<file path="config.mk">
export PLATFORM = sky130hd
export DESIGN_NAME = safr_regs_top
export DESIGN_NICKNAME = d
export VERILOG_FILES = /design/src/logic/safr_regs_top.v /design/src/logic/safr_avg.v
export VERILOG_INCLUDE_DIRS = /design/src /design/src/common
export SDC_FILE = /design/constraint.sdc
export NUM_CORES = 1
export LEC_CHECK = 0
export BUFFER_PORTS_ARGS = -buffer_cell sky130_fd_sc_hd__buf_4
export CAP_MARGIN = 15
export CORE_ASPECT_RATIO = 1.2
export CORE_MARGIN = 1
export CORE_UTILIZATION = 50
export DETAILED_ROUTE_END_ITERATION = 10
export PLACE_DENSITY = 0.68
export SYNTH_ARGS = -nofsm -noshare
export SYNTH_HDL_FRONTEND = slang
export SYNTH_HIERARCHICAL = 1
export SYNTH_SLANG_ARGS = --single-unit
</file>
<file path="constraint.sdc">
create_clock -name core_clk_i -period 6.4 [get_ports core_clk_i]
set_clock_uncertainty 0.05 [all_clocks]
set_input_delay 0.32 -clock core_clk_i [delete_from_list [all_inputs] [get_ports core_clk_i]]
set_output_delay 0.32 -clock core_clk_i [all_outputs]
set_load 0.005 [all_outputs]
</file>
<file path="src/common/safr_regs.vh">
`ifndef SAFR_REGS_VH
`define SAFR_REGS_VH
// =====================================================================
// register offsets on the serial register port
`define SAFR_ADDR_CONFIG 8'h00
`define SAFR_ADDR_FLAGS 8'h02
`define SAFR_ADDR_GAIN 8'h04
`define SAFR_ADDR_CURRENT 8'h05
`define SAFR_ADDR_IENABLE 8'h06
`define SAFR_ADDR_RAW_P 8'h08
`define SAFR_ADDR_RAW_T 8'h0A
// =====================================================================
// reset values
`define SAFR_CONFIG_RST 16'h0000
`define SAFR_GAIN_RST 6'h00
`define SAFR_CURRENT_RST 3'h0
`define SAFR_IENABLE_RST 10'h3FF
// =====================================================================
// configuration field positions
`define SAFR_CFG_ALERT_MODE_HI 3
`define SAFR_CFG_ALERT_MODE_LO 1
`define SAFR_CFG_SHUTDOWN 7
`define SAFR_CFG_AVG_HI 12
`define SAFR_CFG_AVG_LO 10
`define SAFR_CFG_P_BYPASS 13
`define SAFR_CFG_T_BYPASS 14
`define SAFR_CFG_MEM_DISABLE 15
`define SAFR_ALERT_MODE_IRQ 3'h0
// =====================================================================
// flag positions
`define SAFR_FLG_P_READY 8
`define SAFR_FLG_T_READY 9
`define SAFR_FLG_THERM_FAULT 10
`define SAFR_FLG_DRIVE_FAULT 11
`define SAFR_FLG_W 12
`define SAFR_IEN_W 10
// =====================================================================
// analog output source codes
`define SAFR_OUT_CAL 2'h0
`define SAFR_OUT_RAW_P 2'h1
`define SAFR_OUT_RAW_T 2'h2
`endif

</file>
<file path="src/logic/safr_regs_top.v">
// Function
// - averaging field selects none to 128 samples
// - one output word per N samples
// - bit 13 bypasses pressure correction, raw out
// - pressure bypass: only pressure conversions
// - bit 14 bypasses temperature correction, raw out
// - temperature bypass: only temperature conversions, unless bit 13 is also set
// - bit 15 set disables calibration memory
// - every anomaly flagged; enabled ones assert alert
// - bits 8, 9 flag new results
// - fault bits 11, 10 always alert
// - drive fault: over 4.25V or imbalance
// - thermistor fault on above-2V comparator
// - writing one clears that flag only
// - upper four bits (15:12) of flag write ignored
// - gain bits 5:0, bits 7:6 reserved
// - three-bit current code decoded to microamps
// - raw pressure register, 16-bit two's complement
// - raw temperature register, 16-bit signed
// - bit 7 shutdown, serial still accepted
// - interrupt enable mirrors flags 9:0, resets ones
// - interrupts only in alert mode 000
`include "safr_regs.vh"
`default_nettype none
module safr_regs_top (
  input wire core_clk_i,
  input wire nrst_i,
  input wire ce_i,
  // register port from the serial interface decoder
  input wire [7:0] reg_addr_i,
  input wire [15:0] reg_wdata_i,
  input wire reg_wr_i,
  input wire reg_rd_i,
  output reg [15:0] reg_rdata_o,
  output reg reg_rvalid_o,
  // converter samples, same clock
  input wire adc_valid_i,
  input wire adc_is_temp_i,
  input wire [15:0] adc_data_i,
  // asynchronous comparator levels
  input wire [7:0] pin_limit_cmp_i,
  input wire drive_over_limit_i,
  input wire bridge_imbalance_i,
  input wire thermistor_over_limit_i,
  // control outputs
  // all of them registered, one cycle behind the register contents
  output reg alert_n_o,
  output reg shutdown_o,
  output reg cal_memory_access_enable_o,
  output reg allow_pressure_conv_o,
  output reg allow_temp_conv_o,
  output reg [1:0] analog_out_src_o,
  output reg [7:0] avg_samples_o,
  output reg [5:0] front_end_amplifier_gain_o,
  output reg gain_code_valid_o,
  output reg [9:0] bridge_current_ua_o,
  output reg result_valid_o,
  output reg result_is_temp_o,
  output reg [15:0] result_data_o
);
  // =====================================================================
  // storage
  // narrow registers keep only their defined bits; reads pad with zeros
  reg [15:0] configuration;
  reg [`SAFR_FLG_W-1:0] fault_and_ready_flags;
  reg [5:0] pressure_gain_select;
  reg [2:0] bridge_current_select;
  reg [`SAFR_IEN_W-1:0] irq_enable;
  reg [15:0] raw_pressure_result;
  reg [15:0] raw_temperature_result;
  wire [10:0] sync_b;
  reg [15:0] next_rdata;
  reg [9:0] next_current_ua;
  reg [`SAFR_FLG_W-1:0] next_flags;
  reg [2:0] avg_log2n;
  wire [10:0] async_in;
  wire [`SAFR_FLG_W-1:0] flag_events;
  wire [`SAFR_FLG_W-1:0] flag_clear;
  wire [1:0] avg_valid;
  wire [31:0] avg_data;
  // configuration fields
  wire [2:0] avg_code = configuration[`SAFR_CFG_AVG_HI:`SAFR_CFG_AVG_LO];
  wire [2:0] alert_mode =
    configuration[`SAFR_CFG_ALERT_MODE_HI:`SAFR_CFG_ALERT_MODE_LO];
  wire shut = configuration[`SAFR_CFG_SHUTDOWN];
  wire p_bypass = configuration[`SAFR_CFG_P_BYPASS];
  wire t_bypass = configuration[`SAFR_CFG_T_BYPASS];
  // scheduling: a bypass excludes the other channel, shutdown stops both
  // both bypass bits set: pressure-only mode wins
  wire p_allowed = !shut && !(t_bypass && !p_bypass);
  wire t_allowed = !shut && !p_bypass;
  // write strobes per register
  wire wr_cfg = reg_wr_i && (reg_addr_i == `SAFR_ADDR_CONFIG);
  wire wr_flags = reg_wr_i && (reg_addr_i == `SAFR_ADDR_FLAGS);
  wire alert_now;

  // =====================================================================
  // comparator synchronisers, two stages per bit
  assign async_in = {thermistor_over_limit_i, bridge_imbalance_i,
                     drive_over_limit_i, pin_limit_cmp_i};
  genvar gi;
  generate
    for (gi = 0; gi < 11; gi = gi + 1) begin : g_sync
      reg stage_a;
      reg stage_b;
      // only stage_b leaves the loop; stage_a may still be settling
      always @(posedge core_clk_i or negedge nrst_i) begin
        if (!nrst_i) begin
          stage_a <= 1'b0;
          stage_b <= 1'b0;
        end else if (ce_i) begin
          stage_a <= async_in[gi];
          stage_b <= stage_a;
        end
      end
      assign sync_b[gi] = stage_b;
    end
  endgenerate

  // =====================================================================
  // averaging depth decode: 000 none, 001..110 gives 4..128
  // the log2 value feeds both the averagers and the depth output
  always @* begin
    if (avg_code == 3'h0 || avg_code == 3'h7) begin
      avg_log2n = 3'h0; // 111 unused, treated as no averaging
    end else begin
      avg_log2n = avg_code + 3'h1;
    end
  end

  // =====================================================================
  // one averager per channel; samples gated by scheduling and shutdown
  // a configuration write drops any partial block, so a new depth
  // never mixes samples taken under the old one
  generate
    for (gi = 0; gi < 2; gi = gi + 1) begin : g_avg
      safr_avg #(
        .W(16),
        .LMAX(7)
      ) u_avg (
        .core_clk_i(core_clk_i),
        .nrst_i(nrst_i),
        .ce_i(ce_i),
        .restart_i(wr_cfg),
        .log2n_i(avg_log2n),
        .in_valid_i(adc_valid_i && (adc_is_temp_i == (gi == 1))
                    && (gi == 0 ? p_allowed : t_allowed)),
        .in_data_i(adc_data_i),
        .out_valid_o(avg_valid[gi]),
        .out_data_o(avg_data[gi*16 +: 16])
      );
    end
  endgenerate

  // =====================================================================
  // flag sources; faults come from synchronised comparator levels
  // a standing level re-sets its flag every cycle, so a clear
  // only sticks once the pin has recovered
  assign flag_events[7:0] = sync_b[7:0];
  assign flag_events[`SAFR_FLG_P_READY] = avg_valid[0];
  assign flag_events[`SAFR_FLG_T_READY] = avg_valid[1];
  assign flag_events[`SAFR_FLG_THERM_FAULT] = sync_b[10];
  assign flag_events[`SAFR_FLG_DRIVE_FAULT] = sync_b[8] | sync_b[9];
  // only the low twelve bits matter, the upper four bits are ignored
  assign flag_clear = wr_flags ? reg_wdata_i[`SAFR_FLG_W-1:0] : {`SAFR_FLG_W{1'b0}};

  // sticky flags; a set in the clearing cycle wins over the clear
  always @* begin
    next_flags = (fault_and_ready_flags & ~flag_clear) | flag_events;
  end

  // =====================================================================
  // alert: unmaskable faults, masked flags only in interrupt mode
  // other mode codes belong to pin functions not built here; the two
  // faults still pull the pin so a broken bridge is never silent
  assign alert_now = fault_and_ready_flags[`SAFR_FLG_DRIVE_FAULT]
    | fault_and_ready_flags[`SAFR_FLG_THERM_FAULT]
    | ((alert_mode == `SAFR_ALERT_MODE_IRQ)
       && |(fault_and_ready_flags[`SAFR_IEN_W-1:0] & irq_enable));

  // =====================================================================
  // register writes
  // raw result registers have no write path, host writes there are dropped
  // flags update every enabled cycle so no event is lost during a write
  always @(posedge core_clk_i or negedge nrst_i) begin
    if (!nrst_i) begin
      configuration <= `SAFR_CONFIG_RST;
      fault_and_ready_flags <= {`SAFR_FLG_W{1'b0}};
      pressure_gain_select <= `SAFR_GAIN_RST;
      bridge_current_select <= `SAFR_CURRENT_RST;
      irq_enable <= `SAFR_IENABLE_RST;
      raw_pressure_result <= 16'h0000;
      raw_temperature_result <= 16'h0000;
    end else if (ce_i) begin
      fault_and_ready_flags <= next_flags;
      if (wr_cfg) begin
        configuration <= reg_wdata_i;
      end
      if (reg_wr_i && reg_addr_i == `SAFR_ADDR_GAIN) begin
        pressure_gain_select <= reg_wdata_i[5:0];
      end
      if (reg_wr_i && reg_addr_i == `SAFR_ADDR_CURRENT) begin
        bridge_current_select <= reg_wdata_i[2:0];
      end
      if (reg_wr_i && reg_addr_i == `SAFR_ADDR_IENABLE) begin
        irq_enable <= reg_wdata_i[`SAFR_IEN_W-1:0];
      end
      // latest filtered converter words, two's complement kept as is
      if (avg_valid[0]) begin
        raw_pressure_result <= avg_data[15:0];
      end
      if (avg_valid[1]) begin
        raw_temperature_result <= avg_data[31:16];
      end
    end
  end

  // =====================================================================
  // read mux; reserved and unmapped bits read zero
  // data is captured only on a read strobe, so it stands until the next read
  always @* begin
    case (reg_addr_i)
      `SAFR_ADDR_CONFIG: next_rdata = configuration;
      `SAFR_ADDR_FLAGS: next_rdata = {4'h0, fault_and_ready_flags};
      `SAFR_ADDR_GAIN: next_rdata = {10'h000, pressure_gain_select};
      `SAFR_ADDR_CURRENT: next_rdata = {13'h0000, bridge_current_select};
      `SAFR_ADDR_IENABLE: next_rdata = {6'h00, irq_enable};
      `SAFR_ADDR_RAW_P: next_rdata = raw_pressure_result;
      `SAFR_ADDR_RAW_T: next_rdata = raw_temperature_result;
      default: next_rdata = 16'h0000;
    endcase
  end

  // =====================================================================
  // bridge current decode in microamps
  // code 111 is the only value left for the default branch
  always @* begin
    case (bridge_current_select)
      3'h0: next_current_ua = 10'd250;
      3'h1: next_current_ua = 10'd300;
      3'h2: next_current_ua = 10'd400;
      3'h3: next_current_ua = 10'd450;
      3'h4: next_current_ua = 10'd500;
      3'h5: next_current_ua = 10'd550;
      3'h6: next_current_ua = 10'd650;
      default: next_current_ua = 10'd750;
    endcase
  end

  // =====================================================================
  // registered outputs
  // reset values match the register defaults after decode
  always @(posedge core_clk_i or negedge nrst_i) begin
    if (!nrst_i) begin
      reg_rdata_o <= 16'h0000;
      reg_rvalid_o <= 1'b0;
      alert_n_o <= 1'b1;
      shutdown_o <= 1'b0;
      cal_memory_access_enable_o <= 1'b1;
      allow_pressure_conv_o <= 1'b1;
      allow_temp_conv_o <= 1'b1;
      analog_out_src_o <= `SAFR_OUT_CAL;
      avg_samples_o <= 8'h01;
      front_end_amplifier_gain_o <= 6'h00;
      gain_code_valid_o <= 1'b1;
      bridge_current_ua_o <= 10'd250;
      result_valid_o <= 1'b0;
      result_is_temp_o <= 1'b0;
      result_data_o <= 16'h0000;
    end else if (ce_i) begin
      reg_rvalid_o <= reg_rd_i;
      if (reg_rd_i) begin
        reg_rdata_o <= next_rdata;
      end
      alert_n_o <= ~alert_now;
      shutdown_o <= shut;
      cal_memory_access_enable_o <= ~configuration[`SAFR_CFG_MEM_DISABLE];
      allow_pressure_conv_o <= p_allowed;
      allow_temp_conv_o <= t_allowed;
      // pressure bypass wins when both bypass bits are set
      if (p_bypass) begin
        analog_out_src_o <= `SAFR_OUT_RAW_P;
      end else if (t_bypass) begin
        analog_out_src_o <= `SAFR_OUT_RAW_T;
      end else begin
        analog_out_src_o <= `SAFR_OUT_CAL;
      end
      // samples per output word, one when filtering is off
      avg_samples_o <= 8'h01 << avg_log2n;
      front_end_amplifier_gain_o <= pressure_gain_select;
      // upper bits 00 or 01 are the only defined ranges
      gain_code_valid_o <= !pressure_gain_select[5];
      bridge_current_ua_o <= next_current_ua;
      // one filtered word per completed block
      // both channels never finish together: one sample per clock at most
      result_valid_o <= avg_valid[0] | avg_valid[1];
      result_is_temp_o <= avg_valid[1] & ~avg_valid[0];
      result_data_o <= avg_valid[0] ? avg_data[15:0] : avg_data[31:16];
    end
  end
endmodule // safr_regs_top
`default_nettype wire

</file>
<file path="src/logic/safr_avg.v">
`default_nettype none
// =====================================================================
// block averager: sums 2**log2n samples, emits sum >>> log2n
module safr_avg #(
  parameter W = 16,
  parameter LMAX = 7
) (
  input wire core_clk_i,
  input wire nrst_i,
  input wire ce_i,
  input wire restart_i,
  input wire [2:0] log2n_i,
  input wire in_valid_i,
  input wire [W-1:0] in_data_i,
  output reg out_valid_o,
  output reg [W-1:0] out_data_o
);
  reg signed [W+LMAX-1:0] acc;
  reg [LMAX-1:0] cnt;
  wire signed [W+LMAX-1:0] sample_ext = {{LMAX{in_data_i[W-1]}}, in_data_i};
  wire signed [W+LMAX-1:0] total = acc + sample_ext;
  wire [LMAX-1:0] last = (({{(LMAX-1){1'b0}}, 1'b1}) << log2n_i) - {{(LMAX-1){1'b0}}, 1'b1};
  wire signed [W+LMAX-1:0] shifted = total >>> log2n_i;
  // =====================================================================
  // accumulate, then truncate by right shift and restart
  always @(posedge core_clk_i or negedge nrst_i) begin
    if (!nrst_i) begin
      acc <= {(W+LMAX){1'b0}};
      cnt <= {LMAX{1'b0}};
      out_valid_o <= 1'b0;
      out_data_o <= {W{1'b0}};
    end else if (ce_i) begin
      out_valid_o <= 1'b0;
      if (restart_i) begin
        acc <= {(W+LMAX){1'b0}};
        cnt <= {LMAX{1'b0}};
      end else if (in_valid_i) begin
        if (cnt == last) begin
          acc <= {(W+LMAX){1'b0}};
          cnt <= {LMAX{1'b0}};
          out_valid_o <= 1'b1;
          out_data_o <= shifted[W-1:0];
        end else begin
          acc <= total;
          cnt <= cnt + {{(LMAX-1){1'b0}}, 1'b1};
        end
      end
    end
  end
endmodule // safr_avg
`default_nettype wire

</file>
==> qor.yml <==
path_clk_slew_ns: 0.06
yosysTopAreaCell: "dfrtp_1"
antenna_found_initial: 0
synthesis.area_um2: 15400
path_buf_inv: 2
dieArea_um2: 31500
drive_gt1_share_pct: 23.9
synth_edf_count: 0
dp_hpwl_mm: 29.6
die-height_um: 194
synth_common_cells: "239 x dfrtp_1, 133 x nand2_1, 108 x mux2_2, 107 x nor2_1, 88 x a21oi_1"
num_rows: 70
synthXorXnorAreaFrac_pct: 3.33
cts_buffers: 28
ys_ff_latch: 261
ir_worst_vdd_mv: 0.248
wl_per_cell_um: 20.1
final_util_pct: 58.8
max_cap_viol_count: 0
cts_buffer_depth: 3
insertion_delay_ns: 0.55
cp.required_ns: 6.78
path_class: "reg2reg"
syn_inst: 1502
finalSetupViolCount: 0
synth_compound_gate_area_share_pct: 19.6
drc_errors: 0
overflow: 0
hold_viol: 0
numPortBuffers: 123
synth_cell_types: 102
routabilityCongestion: 0.873
p_total_mw: 7.06
rsz0062_at_grt: "false"
synthSimpleGateAreaFrac_pct: 12.2
route.layer.met1.wl_mm: 18.1
drtAntennaViolNets: 0
firstDrtPassIters: 5
whs_ns: 0.0260
path_max_fanout: 26
place_area_um2: 16500
finish.instance_area_um2: 17900
arrival_ns: 4.79
synth_nets: 1612
grt_use_total_pct: 26.0
start_util_pct: 50.6
fin_tns_setup_ns: 0
fillers: 2582
synth-async-reset-ratio_pct: 100
fp.dieW_um: 162
slowest_stage: "or4_1"
totalWireLength_mm: 40.7
crit_chain: "ha_1, mux2i_1, and2_2, inv_2, nand2_1, ha_1, or4_1, a311oi_2, nand2_1, nor2_4, inv_2, a221o_1"
min_period_ns: 4.41
ctsHtreeMaxLevel: 1
hold_path.class: "in2reg"
status: "finished, final reports clean"
clock-sinks: 261
root_buffer: "clkbuf_16"
yosysTopAreaCellShare_pct: 38.9
core-area_um2: 30400
cts_tree: "built"
synth_area_per_cell_um2: 10.2
area_delta_synth_final_pct: 16.2
nets: 1721
grt_max_degree: 158
first_iter_violations: 794
yosysMostFrequentCell: "dfrtp_1"
maxSlewHeadroom_pct: 22.9
finalCritPeriodShare_pct: 68.9
ios: 125
dr.max_layer_used: "met4"
pwr_density_cell_nw_per_um2: 395
via_per_inst: 6.05
grt_pass1_vias: 11960
wl_met2_mm: 19.9
slowest_delay_ns: 0.56
num_vias: 12272
cp_top_family: "simple AND/OR/NAND/NOR gates"
fmax_mhz: 227
leakage_nw: 7.87
synth_fa_ha_area_share_pct: 4.33
post_cts_resize_count: 0
synth_top_family_by_area: "compound AO/OA/AOI/OAI gates"
grt_pass1_wl_mm: 65.7
synth_warnings: 6
yosysSeqAreaShare_pct: 42.6
slew_violations: 0
synthFlopType: "dfrtp_1"
synth.area.top_cells: "dfrtp_1 39%, mux2_2 7.9%, ha_1 4.1%"
setup.worst_path.start_class: "flip-flop"
muxShareOfSynthArea_pct: 14.1
wl_met3_mm: 1.54
end_kind: "flip-flop"
tightest_slew_ns: 1.13
diodes: 0
worst paths after layout:
check                                  startpoint                            to  slack (ns)  depth (start not counted)
worst max-delay path            configuration[11]  g_avg[1].u_avg/out_data_o[5]        1.99                         12
worst min-delay path               reg_wdata_i[2]              configuration[2]        0.03                          2
worst max register to register  configuration[11]  g_avg[1].u_avg/out_data_o[5]        1.99                         12
worst min register to register     reg_rdata_o[2]                reg_rdata_o[2]        0.43                          2
max in group asynchronous                  nrst_i        g_avg[1].u_avg/acc[14]        4.67                          3
min in group asynchronous                  nrst_i             g_sync[5].stage_a        0.33                          2
metrics by stage:
stage               instances  setup slack (ns)
finish                   2029              1.99
global route             2029              1.66
CTS                      2029              2.03
detailed placement       1951              2.05
global placement         1951              2.18
floorplan                1502              2.34
flip-flops by register name (all words and copies together) (netlist names), 11 cells and up:
name	flops
fault_and_ready_flags	12
g_avg.u_avg/acc	46
result_data_o	16
configuration	16
reg_rdata_o	16
g_sync.stage_b	11
g_avg.u_avg/out_data_o	32
g_sync.stage_a	11
raw_temperature_result	16
g_avg.u_avg/cnt	14
raw_pressure_result	16
what timing repair did:
item                      in CTS  in global routing
hold buffers                  26                  0
hold endpoints to repair     129                  0
setup buffers                  0                  0
kinds of logic after synthesis:
kind of cell,count (synthesis)
adder cells (fa/ha/maj),52
multiplexers,188
AND/OR/NAND/NOR,389
XOR/XNOR,56
AO/OA/AOI/OAI,430
other,1
flip-flops,261
buffers and inverters,125
power breakdown:
part	internal [mW]	total [mW]	switching [mW]
registers	1.97	2.23	0.258
logic	1.22	2.97	1.74
clock network	1.17	1.87	0.704
total	4.36	7.06	2.71
per-layer routing:
metal | up-vias | track usage [%]
li1 | 5785 | -
met1 | 6101 | 35.2
met2 | 319 | 43.9
met3 | 67 | 2.35
met4 | 0 | 8.42
met5 | - | 0
placed cells by master (no fill, tap or decap), drive strengths merged, types with 17 or more instances in the layout:
cell         count
xor2            19
ha              50
o211ai          20
clkbuf          30
o21ai           96
buf            137
nand2b          19
a31oi           21
o2bb2ai         17
mux2i           61
xnor2           37
nor3            26
nand2          133
dlygate4sd3     26
inv             42
dfrtp          239
dfstp           22
a211oi          18
a21oi           99
a22o            49
nor2           109
mux2           119
nand3           23
area by class of cell:
class / instances / area [um2] / share of cell area [%]
clock buffer: 30 / 739 / 4.14
clock inverter: 22 / 339 / 1.90
multi-input combinational: 1116 / 8270 / 46.3
inverter: 41 / 154 / 0.861
sequential: 261 / 6560 / 36.7
timing repair buffer: 163 / 1310 / 7.32
tap: 396 / 495 / 2.77
Note: power is estimated with default switching activity, not from simulation.
